--- src/rtl/share_supply_pkg.sv ---
// Constants and types of the share bus and supply-on configuration bank
package share_supply_pkg;

  // Register offsets
  localparam logic [7:0] OFS_SHARE_BW   = 8'h29;
  localparam logic [7:0] OFS_SHARE_SET  = 8'h2A;
  localparam logic [7:0] OFS_TEMP_TRIM  = 8'h2B;
  localparam logic [7:0] OFS_SUPPLY_ON  = 8'h2C;
  localparam logic [7:0] OFS_STATUS     = 8'h2D;

  // Reset values
  localparam logic [7:0] RST_SHARE_BW   = 8'h00;
  localparam logic [7:0] RST_SHARE_SET  = 8'h00;
  localparam logic [7:0] RST_TEMP_TRIM  = 8'h00;
  localparam logic [7:0] RST_SUPPLY_ON  = 8'h00;

  // Field positions, share bus bandwidth register
  localparam int BW_STREAM_BIT = 4;
  localparam int BW_SRC_BIT    = 3;
  localparam int BW_LSB        = 0;
  localparam int BW_W          = 3;
  // Field positions, share bus setting register
  localparam int SET_DROP_LSB  = 4;
  localparam int SET_TOL_LSB   = 0;
  localparam int SET_FIELD_W   = 4;
  // Field positions, temperature gain trim register
  localparam int TRIM_POL_BIT  = 4;
  localparam int TRIM_MAG_LSB  = 0;
  localparam int TRIM_MAG_W    = 4;
  // Field positions, supply-on register
  localparam int SON_SRC_LSB   = 6;
  localparam int SON_SW_BIT    = 5;
  localparam int SON_DLY_LSB   = 3;
  // Status register bit positions
  localparam int STS_SUPPLY_BIT = 0;
  localparam int STS_GO_BIT     = 1;
  localparam int STS_MATCH_BIT  = 2;
  localparam int STS_DATA_BIT   = 3;

  // Gain trim scale: full code 15/128 is about 12 percent
  localparam int TRIM_SHIFT    = 7;

  // Timing
  localparam int CLK_HZ        = 25_000_000;
  localparam int DLY_HALF_MS   = 500;
  localparam int DLY_ONE_MS    = 1000;
  localparam int DLY_TWO_MS    = 2000;
  localparam int DLY_HALF_CYC  = (CLK_HZ / 1000) * DLY_HALF_MS;
  localparam int DLY_ONE_CYC   = (CLK_HZ / 1000) * DLY_ONE_MS;
  localparam int DLY_TWO_CYC   = (CLK_HZ / 1000) * DLY_TWO_MS;

  // Supply-on source selection
  typedef enum logic [1:0] {
    SRC_ALWAYS = 2'b00,
    SRC_PIN    = 2'b01,
    SRC_SOFT   = 2'b10,
    SRC_BOTH   = 2'b11
  } supply_src_e;

  // Supply-on sequencer
  typedef enum logic [1:0] {
    ST_OFF  = 2'b00,
    ST_WAIT = 2'b01,
    ST_ON   = 2'b10
  } supply_st_e;

endpackage

--- src/rtl/share_supply_cfg.sv ---
// Share bus, temperature trim and supply-on configuration bank with sample FIFO
`timescale 1ns/1ps

// Sample FIFO with registered flags
module share_sample_fifo #(
  parameter int W     = 12,
  parameter int DEPTH = 8
) (
  // Clock and reset
  input  wire logic         i_clk,
  input  wire logic         i_rst,
  // Fill side
  input  wire logic [W-1:0] i_in_data,
  input  wire logic         i_in_valid,
  output      logic         o_in_ready,
  // Drain side
  output      logic [W-1:0] o_out_data,
  output      logic         o_out_valid,
  input  wire logic         i_out_ready
);
  localparam int AW = $clog2(DEPTH);

  // Refuse depths the pointer wrap cannot serve
  if (DEPTH < 2 || (1 << AW) != DEPTH) begin : g_bad_depth
    $error("share_sample_fifo: DEPTH must be a power of two, at least 2");
  end

  typedef struct packed {
    logic [DEPTH-1:0][W-1:0] mem;
    logic [AW-1:0]           wr;
    logic [AW-1:0]           rd;
    logic [AW:0]             cnt;
    logic                    in_ready;
    logic                    out_valid;
  } fifo_s;

  fifo_s q_r;
  fifo_s q_nxt;
  logic  push;
  logic  pop;

  assign push        = i_in_valid & q_r.in_ready;
  assign pop         = q_r.out_valid & i_out_ready;
  assign o_in_ready  = q_r.in_ready;
  assign o_out_valid = q_r.out_valid;
  assign o_out_data  = q_r.mem[q_r.rd];

  // Flags are computed ahead so both ports come from flops
  always_comb begin
    q_nxt = q_r;
    if (push) begin
      q_nxt.mem[q_r.wr] = i_in_data;
      q_nxt.wr          = q_r.wr + 1'b1;
    end
    if (pop) begin
      q_nxt.rd = q_r.rd + 1'b1;
    end
    q_nxt.cnt       = q_r.cnt + {{AW{1'b0}}, push} - {{AW{1'b0}}, pop};
    q_nxt.in_ready  = (q_nxt.cnt != (AW+1)'(DEPTH));
    q_nxt.out_valid = (q_nxt.cnt != '0);
  end

  // State register
  always_ff @(posedge i_clk or posedge i_rst) begin
    if (i_rst) begin
      q_r          <= '0;
      q_r.in_ready <= 1'b1;
    end else begin
      q_r <= q_nxt;
    end
  end
endmodule

// Functional notes
// - Stream bit 1 sends sense bit stream to share pin, 0 sends digital bus.
// - Source bit 1 picks first current sense input, 0 picks the second.
// - Three-bit bandwidth code, 000 lowest to 111 highest share loop rate.
// - Four-bit field sets how far a share master lowers its setpoint.
// - Four-bit tolerance; larger code accepts wider slave-to-master current difference.
// - Trim polarity 1 applies negative gain correction, 0 applies positive.
// - Four-bit trim magnitude scales temperature reading, about plus/minus twelve percent.
// - Source code 01 follows only the hardware supply-on pin.
// - Source code 10 follows only the software bit at bit 5.
// - Source code 11 enables only when software bit AND pin are both set.
// - After control asserts, wait 0, 0.5, 1 or 2 s before soft start.
module share_supply_cfg
  import share_supply_pkg::*;
#(
  parameter int W              = 12,
  parameter int FIFO_DEPTH     = 8,
  parameter int P_DLY_HALF_CYC = DLY_HALF_CYC,
  parameter int P_DLY_ONE_CYC  = DLY_ONE_CYC,
  parameter int P_DLY_TWO_CYC  = DLY_TWO_CYC
) (
  // Clock and reset
  input  wire logic             i_clk,
  input  wire logic             i_rst,
  // Register port
  input  wire logic [7:0]       i_reg_addr,
  input  wire logic             i_reg_wr,
  input  wire logic [7:0]       i_reg_wdata,
  output      logic [7:0]       o_reg_rdata,
  // Current sense conversion results
  input  wire logic [W-1:0]     i_first_current_sense_input,
  input  wire logic [W-1:0]     i_second_current_sense_input,
  input  wire logic             i_cs_valid,
  output      logic             o_cs_ready,
  // Share bus
  input  wire logic             i_share_bus_digital,
  input  wire logic [W-1:0]     i_share_bus_value,
  input  wire logic             i_is_master,
  output      logic             o_share_output_pin,
  output      logic [3:0]       o_setpoint_drop,
  output      logic             o_share_match,
  // Temperature sensor
  input  wire logic [11:0]      i_temperature_sensor_raw,
  input  wire logic             i_temperature_sensor_valid,
  output      logic [11:0]      o_temperature_corrected,
  output      logic             o_temperature_valid,
  // Supply on
  input  wire logic             i_supply_on_pin,
  output      logic             o_supply_on_control,
  output      logic             o_soft_start_go
);

  // Refuse widths and counts the logic cannot hold
  if (W < 4 || W > 16 || P_DLY_HALF_CYC < 1 || P_DLY_ONE_CYC < 1 || P_DLY_TWO_CYC < 1)
  begin : g_bad_param
    $error("share_supply_cfg: unsupported parameter value");
  end

  typedef struct packed {
    logic [7:0]   bw;
    logic [7:0]   set;
    logic [7:0]   trim;
    logic [7:0]   son;
    logic [7:0]   rdata;
    logic [W-1:0] sample;
    logic [W:0]   acc;
    logic         share_pin;
    logic [7:0]   tick;
    logic [3:0]   drop;
    logic         match;
    logic [11:0]  temp;
    logic         temp_v;
    supply_st_e   st;
    logic [31:0]  dly;
    logic         son_ctl;
    logic         go;
  } cfg_s;

  cfg_s         q_r;
  cfg_s         q_nxt;
  logic [W-1:0] fifo_data;
  logic         fifo_valid;
  logic         pop;
  logic         ctl;
  logic [W-1:0] diff;
  logic [15:0]  prod;
  logic [12:0]  adj;
  logic [12:0]  sum;
  logic [4:0]   hit;

  // One decode serves both the write strobe and the read mux
  function automatic logic [4:0] reg_hit(input logic [7:0] a);
    reg_hit = 5'h00;
    if (a == OFS_SHARE_BW) begin
      reg_hit[0] = 1'b1;
    end else if (a == OFS_SHARE_SET) begin
      reg_hit[1] = 1'b1;
    end else if (a == OFS_TEMP_TRIM) begin
      reg_hit[2] = 1'b1;
    end else if (a == OFS_SUPPLY_ON) begin
      reg_hit[3] = 1'b1;
    end else if (a == OFS_STATUS) begin
      reg_hit[4] = 1'b1;
    end
  endfunction

  // Decoded address; at most one bit set, status is never written
  assign hit = reg_hit(i_reg_addr);

  // Source picks which sense reading is buffered
  share_sample_fifo #(
    .W     (W),
    .DEPTH (FIFO_DEPTH)
  ) u_fifo (
    .i_clk       (i_clk),
    .i_rst       (i_rst),
    .i_in_data   (q_r.bw[BW_SRC_BIT] ? i_first_current_sense_input
                                     : i_second_current_sense_input),
    .i_in_valid  (i_cs_valid),
    .o_in_ready  (o_cs_ready),
    .o_out_data  (fifo_data),
    .o_out_valid (fifo_valid),
    .i_out_ready (pop)
  );

  // Sample taken once per bandwidth tick; low code drains slowly
  assign pop = fifo_valid & (q_r.tick == 8'h00);

  // Combined supply-on condition, live each cycle
  always_comb begin
    case (supply_src_e'(q_r.son[SON_SRC_LSB +: 2]))
      SRC_ALWAYS: ctl = 1'b1;
      SRC_PIN:    ctl = i_supply_on_pin;
      SRC_SOFT:   ctl = q_r.son[SON_SW_BIT];
      SRC_BOTH:   ctl = q_r.son[SON_SW_BIT] & i_supply_on_pin;
      default:    ctl = 1'b0;
    endcase
  end

  // Magnitude of share error and trim adjustment
  assign diff = (q_r.sample >= i_share_bus_value) ? q_r.sample - i_share_bus_value
                                                  : i_share_bus_value - q_r.sample;
  assign prod = i_temperature_sensor_raw * q_r.trim[TRIM_MAG_LSB +: TRIM_MAG_W];
  assign adj  = {4'h0, prod[TRIM_SHIFT +: 9]};
  assign sum  = q_r.trim[TRIM_POL_BIT] ? {1'b0, i_temperature_sensor_raw} - adj
                                       : {1'b0, i_temperature_sensor_raw} + adj;

  // Next-state logic
  always_comb begin
    q_nxt = q_r;

    // Register writes; reserved bits are stored as written
    if (i_reg_wr) begin
      if (hit[0]) begin
        q_nxt.bw = i_reg_wdata;
      end else if (hit[1]) begin
        q_nxt.set = i_reg_wdata;
      end else if (hit[2]) begin
        q_nxt.trim = i_reg_wdata;
      end else if (hit[3]) begin
        q_nxt.son = i_reg_wdata;
      end
    end

    // Read data, one cycle after the address; unmapped reads zero
    if (hit[0]) begin
      q_nxt.rdata = q_r.bw;
    end else if (hit[1]) begin
      q_nxt.rdata = q_r.set;
    end else if (hit[2]) begin
      q_nxt.rdata = q_r.trim;
    end else if (hit[3]) begin
      q_nxt.rdata = q_r.son;
    end else if (hit[4]) begin
      q_nxt.rdata                 = 8'h00;
      q_nxt.rdata[STS_SUPPLY_BIT] = q_r.son_ctl;
      q_nxt.rdata[STS_GO_BIT]     = q_r.go;
      q_nxt.rdata[STS_MATCH_BIT]  = q_r.match;
      q_nxt.rdata[STS_DATA_BIT]   = fifo_valid;
    end else begin
      q_nxt.rdata = 8'h00;
    end

    // Bandwidth tick: period 2^(7-code) cycles, code 111 every cycle
    if (q_r.tick == 8'h00) begin
      q_nxt.tick = 8'((9'h080 >> q_r.bw[BW_LSB +: BW_W]) - 9'h001);
    end else begin
      q_nxt.tick = q_r.tick - 8'h01;
    end
    if (pop) begin
      q_nxt.sample = fifo_data;
    end

    // First-order modulator; carry is the stream bit
    q_nxt.acc = {1'b0, q_r.acc[W-1:0]} + {1'b0, q_r.sample};
    q_nxt.share_pin = q_r.bw[BW_STREAM_BIT] ? q_nxt.acc[W] : i_share_bus_digital;

    // Master lowers its setpoint; slave checks its tolerance
    q_nxt.drop  = i_is_master ? q_r.set[SET_DROP_LSB +: SET_FIELD_W] : 4'h0;
    q_nxt.match = diff <= W'(q_r.set[SET_TOL_LSB +: SET_FIELD_W]);

    // Trimmed temperature, saturated at both ends
    q_nxt.temp_v = i_temperature_sensor_valid;
    if (i_temperature_sensor_valid) begin
      if (sum[12]) begin
        q_nxt.temp = q_r.trim[TRIM_POL_BIT] ? 12'h000 : 12'hFFF;
      end else begin
        q_nxt.temp = sum[11:0];
      end
    end

    // Supply sequencer; dropping control ends any wait at once
    q_nxt.son_ctl = ctl;
    case (q_r.st)
      ST_OFF: begin
        if (ctl) begin
          case (q_r.son[SON_DLY_LSB +: 2])
            2'b00:   q_nxt.dly = 32'h0000_0000;
            2'b01:   q_nxt.dly = 32'(P_DLY_HALF_CYC);
            2'b10:   q_nxt.dly = 32'(P_DLY_ONE_CYC);
            default: q_nxt.dly = 32'(P_DLY_TWO_CYC);
          endcase
          q_nxt.st = (q_r.son[SON_DLY_LSB +: 2] == 2'b00) ? ST_ON : ST_WAIT;
        end
      end
      ST_WAIT: begin
        if (!ctl) begin
          q_nxt.st = ST_OFF;
        end else if (q_r.dly <= 32'h0000_0001) begin
          q_nxt.st = ST_ON;
        end else begin
          q_nxt.dly = q_r.dly - 32'h0000_0001;
        end
      end
      ST_ON: begin
        if (!ctl) begin
          q_nxt.st = ST_OFF;
        end
      end
      default: q_nxt.st = ST_OFF;
    endcase
    q_nxt.go = (q_nxt.st == ST_ON);
  end

  // State register
  always_ff @(posedge i_clk or posedge i_rst) begin
    if (i_rst) begin
      q_r      <= '0;
      q_r.bw   <= RST_SHARE_BW;
      q_r.set  <= RST_SHARE_SET;
      q_r.trim <= RST_TEMP_TRIM;
      q_r.son  <= RST_SUPPLY_ON;
      q_r.st   <= ST_OFF;
    end else begin
      q_r <= q_nxt;
    end
  end

  // Outputs straight from flops
  assign o_reg_rdata             = q_r.rdata;
  assign o_share_output_pin      = q_r.share_pin;
  assign o_setpoint_drop         = q_r.drop;
  assign o_share_match           = q_r.match;
  assign o_temperature_corrected = q_r.temp;
  assign o_temperature_valid     = q_r.temp_v;
  assign o_supply_on_control     = q_r.son_ctl;
  assign o_soft_start_go         = q_r.go;

endmodule

--- config.mk ---
export PLATFORM = sky130hd
export DESIGN_NAME = share_supply_cfg
export DESIGN_NICKNAME = d
export VERILOG_FILES = /design/src/rtl/share_supply_pkg.sv /design/src/rtl/share_supply_cfg.sv
export SDC_FILE = /design/constraint.sdc
export NUM_CORES = 1
export LEC_CHECK = 0
export ABC_AREA = 1
export BUFFER_PORTS_ARGS = -buffer_cell sky130_fd_sc_hd__buf_2
export CAP_MARGIN = 20
export CELL_PAD_IN_SITES_DETAIL_PLACEMENT = 0
export CELL_PAD_IN_SITES_GLOBAL_PLACEMENT = 1
export CORE_AREA = 2 2 198 200
export CTS_BUF_LIST = sky130_fd_sc_hd__clkbuf_8
export DETAILED_ROUTE_END_ITERATION = 8
export DIE_AREA = 0 0 200 202
export PLACE_DENSITY_LB_ADDON = 0.1
export SLEW_MARGIN = 20
export SYNTH_ARGS = -nofsm -noshare
export SYNTH_HDL_FRONTEND = slang
export SYNTH_SLANG_ARGS = --single-unit
--- constraint.sdc ---
create_clock -name i_clk -period 14.3 [get_ports i_clk]
set_clock_uncertainty 0.15 [all_clocks]
set_input_delay 1.43 -clock i_clk [delete_from_list [all_inputs] [get_ports i_clk]]
set_output_delay 1.43 -clock i_clk [all_outputs]
set_load 0.05 [all_outputs]
==> out/summary.md, run 1 <==
STA puts the critical path data required time at 14.64 ns. The longest individual stage delay on the worst path is 0.54 ns. The run gives 0.0000704 V as the maximum vdd ir drop. The accumulated negative setup slack is 0 ns, and the post-synthesis register bit count is 235.

The detailed-route via count came out at 13100. The die covers 40400 sq um. For the overall fraction of global-route tracks in use, the log shows 21.5%.

In the synthesized netlist the async set-or-reset flop fraction comes to 100%. For the I/O pin total, the log shows 102. In the finished design, the share of the clock period the worst path needs comes to 41.7%. Clock sink count: 235.

The total count of hold-check failures in the final report was 0. Fill cells in the final layout number 4013. The run gives 30000 microns as the HPWL reported at the end of detailed placement.

Entering global routing, the biggest net connects 111 pins. Clock-pin slew reported for the worst setup and hold paths after clock tree synthesis: 0.06 ns. After detailed routing, the number of remaining DRC violations is 0. The logs give 7.72 ns for the worst slack at placement and 3 for the maximum clock insertion buffer count. The total detailed-routing wirelength was 42300 microns; the post-cts sizing count was 0. Synthesized instance count: 2013. Buffers inserted during clock tree synthesis total 44. The tools report the number of antenna violations at the first check in global routing as 1.

For this design, the CTS-stage hold fixing added 0 buffers. The most used flip-flop cell after synthesis is sky130_fd_sc_hd__dfrtp_1. The startpoint-to-endpoint class of the critical path was input port to register. The flow ran to the end, and the final reports show no timing, DRC or antenna violations.

The final layout contains 2268 nets. Of the cells placed in the final design, the portion with a size suffix greater than 1 is 10.3%. In the post-route analysis, the smallest setup slack over all paths is 8.34 ns.

The cell area power density was 152 nW/um^2; the highest achievable clock rate was 168 MHz. For the number of global-route vias before repair, the log shows 12900. Placer's final routability congestion estimate: 0.875. The path class of the tightest hold or removal check is register to register.

From left edge to right edge, the die measures 200 microns. The run gives 692 as the number of DRC markers in iteration 0. Measured against its own limit, the worst slew margin works out to 30.1%. STA classifies the critical path endpoint as a register.

For the pin with the worst max-slew slack, the measured transition is 1.05 ns. From synthesis to final layout, the design area changed by 11.7%. Data on the critical path arrives at its endpoint at 6.31 ns.

For the count of nets left with antenna violations after detail routing, the log shows 0. The number of synthesized flops with an enable pin came out at 0. TritonCTS built the clock tree. For this configuration, the core starts out at a cell density of 39.7%. The synthesized netlist contains 50 unique library cells.

By instance count, the cell type seen most on the critical path is sky130_fd_sc_hd__nand2_1. The die height is 202 microns. The tools report the clock root buffer as sky130_fd_sc_hd__clkbuf_8. The final max-slew violation count is 0, and the leakage dissipation is 8.70 nW. The total number of placement rows was 72.

Startpoint kind of the worst setup timing path: an input port. The number of input and output port buffers inserted was 101; the count of warnings emitted by yosys was 0. The via count normalized by instance count was 4.98. Setup repair after global routing left no endpoint under its margin. The CTS H-tree depth was 2. Dividing the synthesized area by the synthesized cell count gives 7.55 sq um. The tools report the number of iterations in the first detailed-routing pass as 5. The reported max-cap violation count is 0, and the highest fanout seen on the critical path is 12. Mapped cell area: 15200 sq um.

The largest individual stage delay along the critical path comes from the cell sky130_fd_sc_hd__fa_1. The final core utilization is 44.3%. The latest clock arrival within the worst-skew pair was 0.60 ns; the mean routed wirelength per cell was 16.0 microns. The logs give 38300 sq um for the core region area and 0 for the number of failing setup endpoints in the final timing report. For the number of nets produced by synthesis, the log shows 2193.

The routed design could run at a clock period as short as 5.96 ns. The sequential fraction of the synthesis area was 38.7%; the overflow left after global routing was 0. The first-pass GRT wire length was 68500 microns; the number of buffers inserted to repair setup after CTS was 0.
cell usage in the layout (no fill, tap or decap), types with 6 or more instances in the layout:
master                     netlist  layout
sky130_fd_sc_hd__a21oi_1       120     120
sky130_fd_sc_hd__a31oi_1        71      71
sky130_fd_sc_hd__buf_2           8     101
sky130_fd_sc_hd__buf_4          25      15
sky130_fd_sc_hd__clkbuf_8        0      63
sky130_fd_sc_hd__dfrtp_1       234     234
sky130_fd_sc_hd__fa_1           24      24
sky130_fd_sc_hd__ha_1           84      84
sky130_fd_sc_hd__inv_1         306     318
sky130_fd_sc_hd__nand2_1       461     461
sky130_fd_sc_hd__nand2_2        11      11
sky130_fd_sc_hd__nand3_1        65      65
sky130_fd_sc_hd__nand3_2         6       6
sky130_fd_sc_hd__nand4_1        15      15
sky130_fd_sc_hd__nor2_1        166     166
sky130_fd_sc_hd__nor3_1         18      18
sky130_fd_sc_hd__o211ai_1       15      15
sky130_fd_sc_hd__o21ai_0       211     211
sky130_fd_sc_hd__xnor2_1        24      24
sky130_fd_sc_hd__xor2_1         31      31
worst max-delay path: cells and delay by family:
kind	cells	cell delay, ns
AOI/OAI and AO/OA	2	0.37
xor gates and xnor gates	2	0.44
adders and majority gates	5	1.80
buffers and inverters	7	0.58
and+or+nand+nor	16	1.70
per-stage QoR:
| stage | hold slack, ns | power (mW) | cells | cell area (sq um) |
|---|---|---|---|---|
| 2_1_floorplan | 0.282 | 1.69 | 2013 | 15200 |
| 3_3_place_gp | 0.308 | 1.87 | 2560 | 16000 |
| 3_5_place_dp | 0.309 | 1.89 | 2560 | 16000 |
| 4_1_cts | 0.316 | 2.61 | 2641 | 17000 |
| 5_1_grt | 0.328 | 2.80 | 2642 | 17000 |
| 6_report | 0.314 | 2.58 | 2642 | 17000 |
path summary, 6_finish.rpt:
| kind | from | depth (start not counted) | slack (ns) | end |
|---|---|---|---|---|
| worst min-delay path | q_r[54] | 1 | 0.31 | q_r[54] |
| worst min register to register | q_r[54] | 1 | 0.31 | q_r[54] |
| min in group asynchronous | i_rst | 2 | 0.83 | u_fifo.q_r[83] |
| worst max-delay path | i_temperature_sensor_raw[1] | 32 | 8.34 | o_temperature_corrected[4] |
| max in group asynchronous | i_rst | 3 | 11.73 | o_temperature_corrected[2] |
| worst max register to register | q_r[107] | 29 | 8.60 | o_temperature_corrected[4] |
report_power, final:
group | switching (mW) | total (mW) | internal (mW)
sequential | 0.107 | 0.969 | 0.863
clock | 0.311 | 0.702 | 0.391
combinational | 0.594 | 0.905 | 0.310
logic make-up (layout without fill, tap and decap cells):
family,Yosys count,after routing,synth area share [%]
compound gates,451,451,16.3
simple gates,765,765,21.0
other cells,0,1,0
flops,235,235,38.7
buf+inv,399,509,10.7
fa+ha+maj,108,108,10.1
xor+xnor,55,55,3.17
state kept, by name (all words and copies together) (netlist names):
name / count
o_reg_rdata: 8
o_setpoint_drop: 4
o_share_match: 1
o_share_output_pin: 1
o_soft_start_go: 1
o_supply_on_control: 1
o_temperature_corrected: 12
o_temperature_valid: 1
q_r: 98
u_fifo.o_in_ready: 1
u_fifo.o_out_valid: 1
u_fifo.q_r: 106
cells in the mapped netlist (5+ instances only):
master	instances	area, sq um
sky130_fd_sc_hd__dfrtp_1	234	5860
sky130_fd_sc_hd__o21ai_0	211	1060
sky130_fd_sc_hd__ha_1	84	1050
sky130_fd_sc_hd__a21oi_1	120	601
sky130_fd_sc_hd__nor4_1	5	31.3
sky130_fd_sc_hd__a21o_1	5	37.5
sky130_fd_sc_hd__inv_1	306	1150
sky130_fd_sc_hd__buf_2	8	40.0
sky130_fd_sc_hd__nand3_2	6	60.1
sky130_fd_sc_hd__clkbuf_1	46	173
sky130_fd_sc_hd__nand4_1	15	93.8
sky130_fd_sc_hd__o31ai_1	5	37.5
sky130_fd_sc_hd__xor2_1	31	272
sky130_fd_sc_hd__fa_1	24	480
sky130_fd_sc_hd__o211ai_1	15	113
sky130_fd_sc_hd__nand3_1	65	325
sky130_fd_sc_hd__nor3_1	18	90.1
sky130_fd_sc_hd__nand2_2	11	68.8
sky130_fd_sc_hd__buf_4	25	188
sky130_fd_sc_hd__nor2_1	166	623
sky130_fd_sc_hd__nand2_1	461	1730
sky130_fd_sc_hd__a31oi_1	71	444
sky130_fd_sc_hd__xnor2_1	24	210
final cells by class:
type | count | area, sq um | share of cell area, %
Multi-Input combinational cell | 1379 | 7690 | 45.3
Sequential cell | 235 | 5880 | 34.6
Inverter | 312 | 1180 | 6.94
Clock buffer | 63 | 867 | 5.11
Tap cell | 518 | 648 | 3.82
Timing Repair Buffer | 116 | 618 | 3.64
Clock inverter | 18 | 88.8 | 0.523
Antenna cell | 1 | 2.50 | 0.0147
per-layer routing:
metal | track usage, % | up-vias | part of all wire, %
met5 | 0 | - | 0
met4 | 5.37 | 0 | 2.0
met3 | 3.79 | 55 | 4.4
met2 | 35.1 | 253 | 47
met1 | 29.5 | 6185 | 47
li1 | - | 6656 | -
Power figures use the tool's default switching activity.
==> inputs of run 2 (changes only) <==
==> constraint.sdc (replaced) <==
create_clock -name i_clk -period 5 [get_ports i_clk]
set_clock_uncertainty 0.15 [all_clocks]
set_input_delay 0.5 -clock i_clk [delete_from_list [all_inputs] [get_ports i_clk]]
set_output_delay 0.5 -clock i_clk [all_outputs]
set_load 0.05 [all_outputs]
==> run 2 against run 1 <==
Effect of this change:
- the run now ends with setup timing left
- clock-buffer cell count down 10
- clock power rose to 2.6 times the previous value
- final area up 9.7%
==> out/summary.md, run 2 (synthesis gave the netlist of run 1 again) <==
The fraction of final layout cells sized beyond drive strength 1 was 20.7% (+10 points). The leakage dissipation is 9.44 nW (+8.6%). Among the stages of the critical path, the cell type that occurs most often is sky130_fd_sc_hd__nand2_2.

The run finished, with violations left. STA classifies the critical path endpoint as a register. The startpoint kind of the worst setup timing path is a register. The number of DRC markers in iteration 0 was 620 (-10%); the overflow left after global routing was 0 (unchanged). Cell with the largest stage delay on the worst path: sky130_fd_sc_hd__fa_1.

The total CTS buffers is 44 (unchanged). The number of antenna violations at the first check in global routing came out at 1 (unchanged). The count of nets left with antenna violations after detail routing came out at 0 (unchanged). The worst path needs 5.08 ns of the cycle, external delays included.

The final core utilization was 48.6% (+4.3 points). The HPWL reported at the end of detailed placement was 30900 microns (+2.8%); the largest net degree at the start of global routing was 91 (-18%). The maximum vdd ir drop is 0.000216 V (+210%). The longest individual stage delay on the worst path came out at 0.55 ns (about the same). The number of input and output port buffers inserted works out to 101 (unchanged).

The total detailed-routing wirelength was 43700 microns (+3.3%). The logs give 5.35 ns (-9.29 ns) for the data required time at the worst endpoint and 2 (unchanged) for the CTS H-tree depth. The accumulated negative setup slack was -0.611 ns (-0.611 ns); the flip-flop count of the largest register, all copies and words added was 106 (unchanged).

The number of cells on the worst hold path was 3 (+2). TritonCTS built the clock tree. The checks that failed: setup timing.

For the setup slack of the critical path after layout, the log shows -0.0769 ns (-8.42 ns). The combined buffer and inverter count along the critical path came out at 10 (+3). The clock sink count was 235 (unchanged); the logic depth of the worst register-to-register path was 33 (+14%). For the overall fraction of global-route tracks in use, the log shows 22.2% (+0.67 points). The run gives 39.7% (unchanged) as the starting utilization of the core area. The run gives 3 (unchanged) as the maximum clock insertion buffer count. The tools report the number of failing setup endpoints in the final timing report as 12 (+12).

The critical path in this run is classified as register to register. Hold path endpoint: o_temperature_corrected[2]. For this run, the top clock speed supported by timing is 197 MHz. The logs give 29.4% (-0.64 points) for the relative max-transition margin and 0 (unchanged) for the total count of hold-check failures in the final report.

The run gives -0.08 ns (-8.68 ns) as the internal reg-to-reg setup slack. The tools report the final net count as 2397 (+5.7%). The cell area power density is 420 nW/um^2 (+180%), and the via count normalized by instance count is 4.95 (-0.53%). The final max-slew violation count is 0 (unchanged), and the area growth from synthesis to layout is 22.5%. The I/O pin total is 102 (unchanged), and the latest clock arrival within the worst-skew pair is 0.61 ns (about the same). The core region area is 38300 sq um (unchanged).

The reported max-cap violation count came out at 0 (unchanged). The root buffer cell chosen for the clock tree is sky130_fd_sc_hd__clkbuf_8. The die height was 202 microns (unchanged).

Setup repair after global routing could not meet its margin everywhere. The mean routed wirelength per cell is 15.8 microns (-1.1%). The final critical path takes up 102% of the cycle.

The placer's final routability congestion estimate is 0.831 (-4.9%). The total number of placement rows is 72 (unchanged). Leaving out fill and tap cells, the most frequent cells in the layout are sky130_fd_sc_hd__nand2_1, sky130_fd_sc_hd__inv_1, sky130_fd_sc_hd__dfrtp_1, sky130_fd_sc_hd__o21ai_0, sky130_fd_sc_hd__nor2_1. Detailed-route via count: 13700 (+4.0%). The endpoint of the most critical register-to-register path is o_temperature_corrected[10].

The number of global-route vias before repair came out at 13600 (+5.6%). Post-detailed-route DRC marker count: 0 (unchanged). The slew at the pin with the worst max-slew slack works out to 1.05 ns (+0.00568 ns). The critical path arrival came out at 5.43 ns (-0.88 ns). The highest fanout seen on the critical path is 6 (-6).

The run gives 40400 sq um (unchanged) as the area of the die. The leading cell type in the layout, fill and taps excluded was sky130_fd_sc_hd__nand2_1. The register name with the most flops is u_fifo.q_r.

The first-pass GRT wire length came out at 70600 microns (+3.1%). The clock-pin slew reported for the worst setup and hold paths after clock tree synthesis was 0.06 ns (about the same). The type of the most critical hold path is input port to register.

Grouping stages by cell kind, the critical path spends the most delay in adder cells. The worst register-to-register path begins at q_r[105]. The origin of the worst min-delay path is i_temperature_sensor_valid.

The number of iterations in the first detailed-routing pass is 5 (unchanged). Width of the die: 200 microns (unchanged).
==> run 2: cell types whose count changed in the layout (fill, tap and decap cells not counted), sizes merged <==
cell,change
clkinvlp,-1
nand3,+2
clkinv,+1
bufinv,+1
diode,+1
inv,-1
buf,+122
dlygate4sd3,+5
clkbuf,-10
==> run 2: worst max path at each step <==
stage,start,to,slack [ns],depth (start not counted)
floorplan,q_r[107],o_temperature_corrected[3],0.09,31
global placement,i_temperature_sensor_raw[4],o_temperature_corrected[0],-0.36,28
detailed placement,i_temperature_sensor_raw[4],o_temperature_corrected[0],-0.43,28
CTS,q_r[105],o_temperature_corrected[11],-0.01,31
global route,q_r[105],o_temperature_corrected[8],-0.32,33
finish,q_r[105],o_temperature_corrected[10],-0.08,33
==> run 2: metal layers <==
| layer | vias to the layer above | routed length, microns | GRT usage [%] |
|---|---|---|---|
| li1 | 6908 | - | - |
| met1 | 6454 | 20300 | 30.1 |
| met2 | 234 | 20600 | 36.4 |
| met3 | 77 | 1550 | 2.90 |
| met4 | 0 | 1210 | 7.49 |
| met5 | - | 0 | 0 |
==> run 2: area by class of cell <==
class	count	area, sq um
Timing Repair Buffer	243	1700
Inverter	312	1170
Multi-Input combinational cell	1381	8360
Antenna cell	2	5.00
Clock inverter	18	123
Fill cell	3884	19700
Clock buffer	53	729
Sequential cell	235	5890
Tap cell	518	648
==> run 2: metrics by stage <==
step | cell area [sq um] | power (mW) | cells | worst slack [ns] | hold WS [ns]
6_report | 18600 | 7.81 | 2762 | -0.0769 | 0.0905
5_1_grt | 18600 | 8.45 | 2760 | -0.319 | 0.0660
4_1_cts | 18400 | 7.72 | 2754 | -0.00963 | 0.0255
3_5_place_dp | 16700 | 5.59 | 2646 | -0.434 | 0.307
3_3_place_gp | 16700 | 5.54 | 2646 | -0.365 | 0.307
2_1_floorplan | 15200 | 4.83 | 2013 | 0.0855 | 0.282
==> run 2: timing repair <==
item / CTS / global route
hold buffers: 5 / 0
gates cloned: 2 / 1
gates resized for setup: 127 / 49
endpoints found under the hold margin: 35 / 0
pin swaps: 76 / 47
buffers inserted: 30 / 5
setup endpoints to repair: 12 / 12
==> run 2: where the power goes <==
group	switching, mW	internal [mW]	total (mW)
logic	1.93	1.27	3.19
registers	0.296	2.47	2.77
clock network	0.847	1.01	1.86
==> run 2: worst min-delay path: stages <==
cell                      delay [ns]
sky130_fd_sc_hd__buf_2          0.18
sky130_fd_sc_hd__nand2_1        0.09
sky130_fd_sc_hd__nand2_1        0.04
